**config.mk**
```make
export PLATFORM = sky130hd
export DESIGN_NAME = svto_objects
export DESIGN_NICKNAME = d
export VERILOG_FILES = /design/src/shared/svto_pkg.sv /design/src/design/svto_dwell.sv /design/src/design/svto_objects.sv
export SDC_FILE = /design/constraint.sdc
export NUM_CORES = 1
export LEC_CHECK = 0
export BUFFER_PORTS_ARGS = -buffer_cell sky130_fd_sc_hd__clkbuf_2
export CORE_MARGIN = 2
export CORE_UTILIZATION = 64
export DETAILED_ROUTE_END_ITERATION = 12
export HOLD_SLACK_MARGIN = 0.1
export PLACE_DENSITY = 0.83
export SYNTH_ARGS = -nofsm -noshare
export SYNTH_HDL_FRONTEND = slang
export SYNTH_HIERARCHICAL = 1
export SYNTH_SLANG_ARGS = --single-unit
```
**constraint.sdc**
```tcl
create_clock -name clk_in -period 17.5 [get_ports clk_in]
set_clock_uncertainty 0.05 [all_clocks]
set_input_delay 1.75 -clock clk_in [delete_from_list [all_inputs] [get_ports clk_in]]
set_output_delay 1.75 -clock clk_in [all_outputs]
set_load 0.1 [all_outputs]
```
**src/shared/svto_pkg.sv**
```systemverilog
package svto_pkg;
   // object indices used as register addresses
   localparam logic [15:0] IDX_MEASURED_SPEED = 16'h606C;
   localparam logic [15:0] IDX_SPEED_BAND = 16'h606D;
   localparam logic [15:0] IDX_SPEED_DWELL = 16'h606E;
   localparam logic [15:0] IDX_ZERO_BAND = 16'h606F;
   localparam logic [15:0] IDX_ZERO_DWELL = 16'h6070;
   localparam logic [15:0] IDX_TORQUE_GOAL = 16'h6071;
   localparam logic [15:0] IDX_MEASURED_TORQUE = 16'h6077;
   localparam logic [15:0] IDX_POSITION_GOAL = 16'h607A;
   localparam logic [15:0] IDX_HOMING_SHIFT = 16'h607C;
   // reset values
   localparam logic [15:0] RST_SPEED_BAND = 16'h000A;
   localparam logic [15:0] RST_SPEED_DWELL = 16'h0000;
   localparam logic [15:0] RST_ZERO_BAND = 16'h000A;
   localparam logic [15:0] RST_ZERO_DWELL = 16'h0000;
   localparam logic [15:0] RST_TORQUE_GOAL = 16'h0000;
   localparam logic [31:0] RST_POSITION_GOAL = 32'h0000_0000;
   localparam logic [31:0] RST_HOMING_SHIFT = 32'h0000_0000;
   // torque goal limits in 0.1 percent
   localparam logic signed [15:0] TORQUE_MIN = 16'hEC78;
   localparam logic signed [15:0] TORQUE_MAX = 16'h1388;
   // status and control bit positions
   localparam int STAT_REACHED_BIT = 10;
   localparam int CTRL_RELATIVE_BIT = 6;
   // timing: one millisecond at the 25 MHz clock
   localparam int CLK_HZ = 25_000_000;
   localparam int MS_PER_S = 1000;
   localparam int MS_CYCLES = CLK_HZ / MS_PER_S;
   // operation modes
   typedef enum logic [2:0] {
      SVTO_MODE_NONE = 3'b000,
      SVTO_MODE_POINT = 3'b001,
      SVTO_MODE_SPEED = 3'b011,
      SVTO_MODE_TORQUE = 3'b100,
      SVTO_MODE_SYNC_TORQUE = 3'b101
   } svto_mode_t;
endpackage

```
**src/design/svto_dwell.sv**
```systemverilog
`timescale 1ns/1ps
// window qualifier: flags done after the condition has held for dwell ms
module svto_dwell #(
   parameter int MS_CYC = 25000
) (
   input wire logic clk_in, // clock
   input wire logic sys_rst_in, // sync reset
   input wire logic cond_in, // window condition
   input wire logic [15:0] dwell_ms_in, // dwell time in ms
   output logic done_out // held long enough
);
   localparam int TICK_W = $clog2(MS_CYC + 1);
   logic [15:0] ms_q;
   logic [TICK_W-1:0] tick_q;

   always_ff @(posedge clk_in) begin
      if (sys_rst_in || !cond_in) begin // see RL17
         tick_q <= '0;
         ms_q <= '0;
      end else if (ms_q < dwell_ms_in) begin // stops at the dwell, so a lowered dwell cannot make it wrap
         if (tick_q == TICK_W'(MS_CYC - 1)) begin
            tick_q <= '0;
            ms_q <= ms_q + 16'h0001;
         end else begin
            tick_q <= tick_q + 1'b1;
         end
      end
   end

   always_ff @(posedge clk_in) begin
      if (sys_rst_in) begin
         done_out <= 1'b0;
      end else begin
         done_out <= cond_in && (ms_q >= dwell_ms_in);
      end
   end
endmodule

```
**src/design/svto_objects.sv**
```systemverilog
`timescale 1ns/1ps
//Function
//RL1 - in speed profile mode status bit 10 sets after the speed error stays in the band for the dwell time.
//RL2 - the reached bit is only shown while enabled and in speed profile mode.
//RL3 - speed band is a 16-bit read-write object reset to 10.
//RL4 - speed dwell is a 16-bit read-write ms count reset to 0.
//RL5 - zero speed is declared when the speed magnitude stays in the zero band for its dwell.
//RL6 - otherwise zero speed is reported false.
//RL7 - zero speed is evaluated only in speed profile mode, regardless of enable.
//RL8 - zero band and zero dwell are 16-bit read-write objects reset to 10 and 0.
//RL9 - torque goal is a signed 16-bit read-write object clamped to its limits, reset 0.
//RL10 - measured torque is published read-only as signed 16 bits.
//RL11 - measured speed is published read-only as signed 32 bits in all modes.
//RL12 - control bit 6 clear makes the position goal absolute, set makes it relative to segment start.
//RL13 - at segment end the position equals the goal, or the travel equals the goal.
//RL14 - position goal is a signed 32-bit read-write object reset to 0 used in point mode.
//RL15 - the commanded speed in the band check is the target velocity.
//RL16 - when homing ends the actual position is loaded with the homing shift.
//RL17 - each dwell timer restarts whenever its condition drops.
module svto_objects #(
   parameter int MS_CYC = svto_pkg::MS_CYCLES
) (
   input wire logic clk_in, // clock
   input wire logic sys_rst_in, // sync reset
   input wire logic wr_in, // object write strobe
   input wire logic rd_in, // object read strobe
   input wire logic [15:0] index_in, // object index
   input wire logic [31:0] wdata_in, // write data
   output logic [31:0] rdata_out, // read data
   output logic rvalid_out, // read answer pulse
   input wire logic [2:0] mode_in, // operation mode
   input wire logic enabled_in, // drive enabled
   input wire logic [15:0] ctrl_word_in, // control word
   input wire logic signed [31:0] speed_cmd_in, // target velocity
   input wire logic signed [31:0] speed_meas_in, // measured speed
   input wire logic signed [15:0] torque_meas_in, // internal torque
   input wire logic segment_start_in, // new segment pulse
   input wire logic homing_done_in, // homing finished pulse
   input wire logic step_valid_in, // position step pulse
   input wire logic signed [31:0] step_in, // signed step applied
   output logic [15:0] status_out, // status word bits
   output logic zero_speed_out, // velocity is zero
   output logic signed [15:0] torque_goal_out, // torque reference
   output logic signed [31:0] position_out, // actual position
   output logic signed [31:0] segment_goal_out, // absolute segment end
   output logic segment_done_out // segment reached
);
   logic [15:0] speed_band_q;
   logic [15:0] speed_dwell_q;
   logic [15:0] zero_band_q;
   logic [15:0] zero_dwell_q;
   logic signed [15:0] torque_goal_q;
   logic signed [31:0] position_goal_q;
   logic signed [31:0] homing_shift_q;
   logic signed [31:0] speed_q;
   logic signed [15:0] torque_q;
   logic signed [31:0] pos_q;
   logic signed [31:0] seg_start_q;
   logic signed [31:0] seg_goal_q;
   logic seg_active_q;
   logic seg_done_q;
   logic reached_q;
   logic zero_q;
   logic [31:0] rdata_q;
   logic rvalid_q;
   logic speed_mode;
   logic in_speed_band;
   logic in_zero_band;
   logic speed_ok;
   logic zero_ok;
   logic signed [31:0] next_pos;
   logic signed [31:0] seg_goal_d;

   function automatic logic [32:0] abs33(input logic signed [32:0] v);
      abs33 = v[32] ? 33'(-v) : v;
   endfunction

   function automatic logic signed [15:0] clamp_torque(input logic signed [31:0] v);
      if (v < 32'(svto_pkg::TORQUE_MIN)) begin
         clamp_torque = svto_pkg::TORQUE_MIN;
      end else if (v > 32'(svto_pkg::TORQUE_MAX)) begin
         clamp_torque = svto_pkg::TORQUE_MAX;
      end else begin
         clamp_torque = v[15:0];
      end
   endfunction

   assign speed_mode = (mode_in == svto_pkg::SVTO_MODE_SPEED);
   // see RL15
   assign in_speed_band = abs33(33'(speed_cmd_in) - 33'(speed_meas_in)) <= {17'h0_0000, speed_band_q};
   assign in_zero_band = abs33(33'(speed_meas_in)) <= {17'h0_0000, zero_band_q};
   assign next_pos = pos_q + step_in;

   svto_dwell #(.MS_CYC(MS_CYC)) u_speed_dwell (
      .clk_in(clk_in),
      .sys_rst_in(sys_rst_in),
      .cond_in(speed_mode && enabled_in && in_speed_band),
      .dwell_ms_in(speed_dwell_q),
      .done_out(speed_ok)
   );

   svto_dwell #(.MS_CYC(MS_CYC)) u_zero_dwell (
      .clk_in(clk_in),
      .sys_rst_in(sys_rst_in),
      .cond_in(speed_mode && in_zero_band),
      .dwell_ms_in(zero_dwell_q),
      .done_out(zero_ok)
   );

   // writable objects
   always_ff @(posedge clk_in) begin
      if (sys_rst_in) begin
         speed_band_q <= svto_pkg::RST_SPEED_BAND; // see RL3
         speed_dwell_q <= svto_pkg::RST_SPEED_DWELL; // see RL4
         zero_band_q <= svto_pkg::RST_ZERO_BAND; // see RL8
         zero_dwell_q <= svto_pkg::RST_ZERO_DWELL; // see RL8
         torque_goal_q <= svto_pkg::RST_TORQUE_GOAL;
         position_goal_q <= svto_pkg::RST_POSITION_GOAL; // see RL14
         homing_shift_q <= svto_pkg::RST_HOMING_SHIFT;
      end else if (wr_in) begin
         if (index_in == svto_pkg::IDX_SPEED_BAND) begin
            speed_band_q <= wdata_in[15:0];
         end else if (index_in == svto_pkg::IDX_SPEED_DWELL) begin
            speed_dwell_q <= wdata_in[15:0];
         end else if (index_in == svto_pkg::IDX_ZERO_BAND) begin
            zero_band_q <= wdata_in[15:0];
         end else if (index_in == svto_pkg::IDX_ZERO_DWELL) begin
            zero_dwell_q <= wdata_in[15:0];
         end else if (index_in == svto_pkg::IDX_TORQUE_GOAL) begin
            torque_goal_q <= clamp_torque({{16{wdata_in[15]}}, wdata_in[15:0]}); // see RL9
         end else if (index_in == svto_pkg::IDX_POSITION_GOAL) begin
            position_goal_q <= wdata_in;
         end else if (index_in == svto_pkg::IDX_HOMING_SHIFT) begin
            homing_shift_q <= wdata_in;
         end
      end
   end

   // sampled actual values
   always_ff @(posedge clk_in) begin
      if (sys_rst_in) begin
         speed_q <= '0;
         torque_q <= '0;
      end else begin
         speed_q <= speed_meas_in; // see RL11
         torque_q <= torque_meas_in; // see RL10
      end
   end

   // read port, answer on rvalid_out two cycles after the strobe
   always_ff @(posedge clk_in) begin
      if (sys_rst_in) begin
         rdata_q <= '0;
         rvalid_q <= 1'b0;
      end else begin
         rvalid_q <= rd_in;
         if (rd_in) begin
            if (index_in == svto_pkg::IDX_MEASURED_SPEED) begin
               rdata_q <= speed_q;
            end else if (index_in == svto_pkg::IDX_SPEED_BAND) begin
               rdata_q <= {16'h0000, speed_band_q};
            end else if (index_in == svto_pkg::IDX_SPEED_DWELL) begin
               rdata_q <= {16'h0000, speed_dwell_q};
            end else if (index_in == svto_pkg::IDX_ZERO_BAND) begin
               rdata_q <= {16'h0000, zero_band_q};
            end else if (index_in == svto_pkg::IDX_ZERO_DWELL) begin
               rdata_q <= {16'h0000, zero_dwell_q};
            end else if (index_in == svto_pkg::IDX_TORQUE_GOAL) begin
               rdata_q <= {{16{torque_goal_q[15]}}, torque_goal_q};
            end else if (index_in == svto_pkg::IDX_MEASURED_TORQUE) begin
               rdata_q <= {{16{torque_q[15]}}, torque_q};
            end else if (index_in == svto_pkg::IDX_POSITION_GOAL) begin
               rdata_q <= position_goal_q;
            end else if (index_in == svto_pkg::IDX_HOMING_SHIFT) begin
               rdata_q <= homing_shift_q;
            end else begin
               rdata_q <= '0;
            end
         end
      end
   end

   // speed indications
   always_ff @(posedge clk_in) begin
      if (sys_rst_in) begin
         reached_q <= 1'b0;
         zero_q <= 1'b0;
      end else begin
         reached_q <= speed_ok && speed_mode && enabled_in; // see RL1 see RL2
         zero_q <= zero_ok && speed_mode && in_zero_band; // see RL5 see RL6 see RL7
      end
   end

   // segment goal: absolute or relative to the segment start
   always_comb begin
      if (ctrl_word_in[svto_pkg::CTRL_RELATIVE_BIT]) begin
         seg_goal_d = pos_q + position_goal_q; // see RL12
      end else begin
         seg_goal_d = position_goal_q; // see RL12
      end
   end

   // position tracking and segment completion
   always_ff @(posedge clk_in) begin
      if (sys_rst_in) begin
         pos_q <= '0;
         seg_start_q <= '0;
         seg_goal_q <= '0;
         seg_active_q <= 1'b0;
         seg_done_q <= 1'b0;
      end else if (homing_done_in) begin
         pos_q <= homing_shift_q; // see RL16
         seg_active_q <= 1'b0;
         seg_done_q <= 1'b0;
      end else if (segment_start_in && mode_in == svto_pkg::SVTO_MODE_POINT) begin
         seg_start_q <= pos_q;
         seg_goal_q <= seg_goal_d;
         seg_active_q <= 1'b1;
         seg_done_q <= 1'b0;
      end else if (seg_active_q) begin
         if (step_valid_in) begin
            // the last step is trimmed so the segment lands on the goal exactly
            if ((step_in >= 0 && next_pos >= seg_goal_q) || (step_in < 0 && next_pos <= seg_goal_q)) begin
               pos_q <= seg_goal_q; // see RL13
               seg_active_q <= 1'b0;
               seg_done_q <= 1'b1;
            end else begin
               pos_q <= next_pos;
            end
         end else if (pos_q == seg_goal_q) begin
            seg_active_q <= 1'b0;
            seg_done_q <= 1'b1;
         end
      end else if (step_valid_in) begin
         pos_q <= next_pos;
      end
   end

   always_ff @(posedge clk_in) begin
      if (sys_rst_in) begin
         status_out <= '0;
         zero_speed_out <= 1'b0;
         torque_goal_out <= '0;
         position_out <= '0;
         segment_goal_out <= '0;
         segment_done_out <= 1'b0;
         rdata_out <= '0;
         rvalid_out <= 1'b0;
      end else begin
         status_out <= 16'(reached_q) << svto_pkg::STAT_REACHED_BIT;
         zero_speed_out <= zero_q;
         torque_goal_out <= torque_goal_q;
         position_out <= pos_q;
         segment_goal_out <= seg_goal_q;
         segment_done_out <= seg_done_q;
         rdata_out <= rdata_q;
         rvalid_out <= rvalid_q;
      end
   end

   property p_reached_needs_mode;
      @(posedge clk_in) disable iff (sys_rst_in)
      status_out[svto_pkg::STAT_REACHED_BIT] |-> $past(speed_mode, 3) && $past(enabled_in, 3);
   endproperty
   a_reached_needs_mode: assert property (p_reached_needs_mode) else $error("reached outside enabled speed mode"); // see RL2

   property p_reached_band;
      @(posedge clk_in) disable iff (sys_rst_in)
      status_out[svto_pkg::STAT_REACHED_BIT] |-> $past(in_speed_band, 3);
   endproperty
   a_reached_band: assert property (p_reached_band) else $error("reached while out of band"); // see RL1

   property p_zero_drop;
      @(posedge clk_in) disable iff (sys_rst_in)
      !in_zero_band |=> ##1 !zero_speed_out;
   endproperty
   a_zero_drop: assert property (p_zero_drop) else $error("zero speed held out of band"); // see RL6

   property p_zero_mode;
      @(posedge clk_in) disable iff (sys_rst_in)
      zero_speed_out |-> $past(speed_mode, 2);
   endproperty
   a_zero_mode: assert property (p_zero_mode) else $error("zero speed outside speed mode"); // see RL7

   property p_zero_fast;
      @(posedge clk_in) disable iff (sys_rst_in)
      (speed_mode && in_zero_band && zero_dwell_q == 16'h0000)[*4] |-> zero_speed_out;
   endproperty
   a_zero_fast: assert property (p_zero_fast) else $error("zero speed missing with zero dwell"); // see RL5

   property p_torque_limit;
      @(posedge clk_in) disable iff (sys_rst_in)
      torque_goal_out >= svto_pkg::TORQUE_MIN && torque_goal_out <= svto_pkg::TORQUE_MAX;
   endproperty
   a_torque_limit: assert property (p_torque_limit) else $error("torque goal out of limits"); // see RL9

   property p_homing_load;
      @(posedge clk_in) disable iff (sys_rst_in)
      homing_done_in |=> ##1 position_out == $past(homing_shift_q, 2);
   endproperty
   a_homing_load: assert property (p_homing_load) else $error("homing shift not loaded"); // see RL16

   property p_seg_land;
      @(posedge clk_in) disable iff (sys_rst_in)
      $rose(seg_done_q) |-> pos_q == seg_goal_q;
   endproperty
   a_seg_land: assert property (p_seg_land) else $error("segment ended off goal"); // see RL13

   property p_rel_goal;
      @(posedge clk_in) disable iff (sys_rst_in)
      (segment_start_in && mode_in == svto_pkg::SVTO_MODE_POINT && !homing_done_in
         && ctrl_word_in[svto_pkg::CTRL_RELATIVE_BIT]) |=> seg_goal_q == seg_start_q + $past(position_goal_q);
   endproperty
   a_rel_goal: assert property (p_rel_goal) else $error("relative goal wrong"); // see RL12

   property p_read_speed;
      @(posedge clk_in) disable iff (sys_rst_in)
      rd_in && index_in == svto_pkg::IDX_MEASURED_SPEED |=> ##1 rvalid_out && rdata_out == $past(speed_q, 2);
   endproperty
   a_read_speed: assert property (p_read_speed) else $error("measured speed read wrong"); // see RL11

   c_reached: cover property (@(posedge clk_in) $rose(status_out[svto_pkg::STAT_REACHED_BIT]));
   c_zero: cover property (@(posedge clk_in) $rose(zero_speed_out));
   c_segment: cover property (@(posedge clk_in) $rose(segment_done_out));
   c_homing: cover property (@(posedge clk_in) homing_done_in);
endmodule

```
==> results.yml <==
floorplan:
  die-width_um: 212
  die_h_um: 212
  core_area_mm2: 0.0429
  initial_core_util: 0.646
  die-area_mm2: 0.0450
  rows: 76
  pin_count: 318
logic_synthesis:
  synth_edf_count: 0
  ys_async_sr_fraction: 0
  syn-instance-count: 3494
  synth.avg_cell_area_um2: 7.93
  ys_seq_area_frac: 0.342
  syn_area_mm2: 0.0277
  synth_seq_cells: 473
  yosysWarningCount: 6
  synth_ff_type: "dfxtp_1"
  synth.distinct_cells: 98
placed_design:
  dp_cells: 4192
  dp_slack_ns: 8.62
  io_buffers: 287
  gp_congestion: 1.02
  place_hpwl_um: 66700
cts:
  cts.path.max_buffers: 3
  clockRootBuffer: "clkbuf_16"
  cts_resized: 0
  tritoncts: "yes"
  insertion_delay_ns: 0.60
  cts-buffers-inserted: 49
  clkSinkCount: 473
  htree_levels: 2
  cts-hold-fix-buffers: 0
  clk_pin_slew_worst_paths_ns: 0.07
  cts_setup_buffers: 0
timing:
  fin_crit_ns: 8.40
  worst_slew_pin_slew_ns: 1.24
  rsz0062_at_grt: "no"
  finalMaxSlewViolations: 0
  period_share: 0.480
  final.setup.tns_ns: 0
  holdWs_ns: 0.398
  timing.final.ws_setup_ns: 9.10
  hold_violations: 0
  fmax_mhz: 119
  relSlewSlack: 0.175
  finalSetupViolations: 0
detailed_routing:
  route.detailed.drc: 0
  routed_via_density: 6.42
  wirelength_um: 89900
  wl_per_cell_um: 21.0
  dr.pass1.iters: 8
  via_count: 27500
  postRouteAntennaNets: 0
  drt_iter0_markers: 2969
worst_hold_path:
  hold_path_depth: 1
  worstHoldStart: "rvalid_q"
  holdCritPathClass: "reg -> reg"
  hold_end: "rvalid_out"
run:
  max-cap-violations: 0
power_and_ir_drop:
  power_density_mw_per_mm2: 87.2
  switchingPower_w: 0.000819
  switching_share: 0.304
  p_leak_nw: 12.3
  p_int_w: 0.00187
  ir_worst_vdd_uv: 75.4
  clkPwrFrac: 0.390
  power_frac_comb: 0.195
  seqPwrFrac: 0.415
worst_setup_path:
  reg2reg_slack_ns: 9.98
  reg2reg_depth: 22
  reg2reg_to: "pos_q[20]"
  path_class: "in -> reg"
  crit_fanout: 30
  crit_arrival_ns: 8.89
  cp.required_ns: 17.98
  endpoint_kind: "flip-flop"
  startpoint_type: "input port"
  r2r_start: "pos_q[1]"
cells_and_area:
  fin_cells: 4285
  final_cell_mix: "473 x dfxtp_1, 459 x nand2_1, 375 x a21oi_1"
  layout.nets: 4044
  fillers: 3373
  final_common_cell: "dfxtp_1"
  seqCellArea_mm2: 0.00947
  final_layout_size_suffix_gt1_frac: 0.119
  multiInputGateArea_mm2: 0.0168
  syn_to_final_growth_pct: 11.4
grt:
  grtUsageTotal: 0.388
  antenna_found_initial: 3
  overflow: 0
  grt_pass1_vias: 25800
  grt_pass1_wl_um: 138000
  grt_max_degree: 179
run_status:
  status: "finished, final reports clean"
per-layer routing:
| metal | up-vias | wire, um | track usage |
|---|---|---|---|
| met2 | 1421 | 41900 | 0.641 |
| li1 | 12800 | - | - |
| met5 | - | 0 | 0 |
| met4 | 0 | 4970 | 0.206 |
| met3 | 297 | 7570 | 0.0669 |
| met1 | 13000 | 35400 | 0.484 |
layout make-up:
| type | count | share of cell area |
|---|---|---|
| Timing Repair Buffer | 310 | 0.0528 |
| Sequential cell | 473 | 0.307 |
| Multi-Input combinational cell | 2650 | 0.544 |
| Clock inverter | 28 | 0.00814 |
| Antenna cell | 3 | 0.000243 |
| Clock buffer | 62 | 0.0436 |
| Tap cell | 585 | 0.0237 |
| Inverter | 174 | 0.0211 |
worst max path at each step:
stage,to,startpoint,cells past startpoint,slack [ns]
finish,u_speed_dwell/tick_q[8],speed_meas_in[19],23,9.10
global placement,u_speed_dwell/tick_q[13],speed_meas_in[19],23,8.81
global route,u_speed_dwell/tick_q[7],speed_meas_in[19],23,8.72
CTS,u_speed_dwell/tick_q[8],speed_meas_in[19],23,9.19
floorplan,pos_q[3],step_in[8],24,10.58
detailed placement,u_speed_dwell/tick_q[14],speed_meas_in[19],23,8.62
cells in the mapped netlist (all sizes together), types with 6 or more instances:
cell       n  share of area
or3       37         0.0085
a2111oi    7         0.0033
o21ai    179          0.032
o21bai    13         0.0035
or4       21         0.0058
inv      173          0.023
mux2i     46          0.017
and4      10         0.0033
dfxtp    473           0.34
o211ai    20         0.0054
nor3b     15         0.0041
o22ai      6         0.0014
a32o      18         0.0065
nor4      32         0.0083
a22oi     32         0.0087
clkbuf   168          0.023
nor3      53         0.0096
o221ai    18         0.0057
nor2     254          0.034
or2       11         0.0025
xor2      35          0.011
nor4b     10         0.0032
a21o      48          0.013
buf       43         0.0094
and3      29         0.0065
o2111ai    8         0.0025
a21oi    378          0.069
o31ai     24         0.0065
a211oi    45          0.013
nand3     64          0.012
and2      15         0.0035
nand2    462          0.063
nor2b    132          0.030
ha       196          0.088
a31oi     47          0.011
xnor2    106          0.033
nand2b    44         0.0099
nand4     53          0.012
o21a      25         0.0068
a22o      24         0.0076
a221oi    43          0.014
state kept, by name, indices dropped and copies added, names as in the netlist, 32 cells and up:
signal / flops
rdata_q: 32
speed_q: 32
seg_goal_q: 32
pos_q: 32
rdata_out: 32
position_goal_q: 32
homing_shift_q: 32
position_out: 32
segment_goal_out: 32
logic make-up (layout without fill, tap and decap cells):
group	Yosys count	after routing	share of synthesized area
adder cells (fa/ha/maj)	199	199	0.0907
buffers and inverters	385	574	0.0558
XOR/XNOR	141	141	0.0446
multiplexers	48	48	0.0174
AO/OA/AOI/OAI	985	985	0.227
other	1	18	0.000135
flip-flops	473	473	0.342
AND/OR/NAND/NOR	1262	1262	0.223
metrics by stage:
stage	total power [W]	area (um^2)	util
detailed placement	0.00165	29300	0.683
floorplan	0.00151	27800	-
global placement	0.00163	29300	0.683
finish	0.00269	30900	0.720
global route	0.00279	30900	0.720
CTS	0.00268	30900	0.720
power groups by stage:
stage	combinational (W)	clock, W	sequential (W)
CTS	0.000513	0.00105	0.00112
floorplan	0.000342	0	0.00117
global placement	0.000495	0	0.00114
detailed placement	0.000509	0	0.00114
global route	0.000571	0.00110	0.00112
finish	0.000526	0.00105	0.00112
critical path: stages:
cell	delay, ns
clkbuf_2	0.11
inv_1	0.19
ha_1	0.37
a21oi_1	0.29
o21ai_0	0.18
or2_1	0.28
a211o_1	0.32
o211ai_1	0.32
o22a_1	0.76
o21ai_0	0.26
xnor2_1	0.22
ha_1	0.32
nand4_1	0.13
nor2_1	0.21
nand4_1	0.11
o21ai_0	0.67
o2111ai_1	0.21
a21oi_1	0.16
nand4_1	0.11
a2111oi_2	0.44
nand2b_1	0.74
nor3b_1	0.51
a32o_1	0.20
Power figures use the tool's default switching activity.
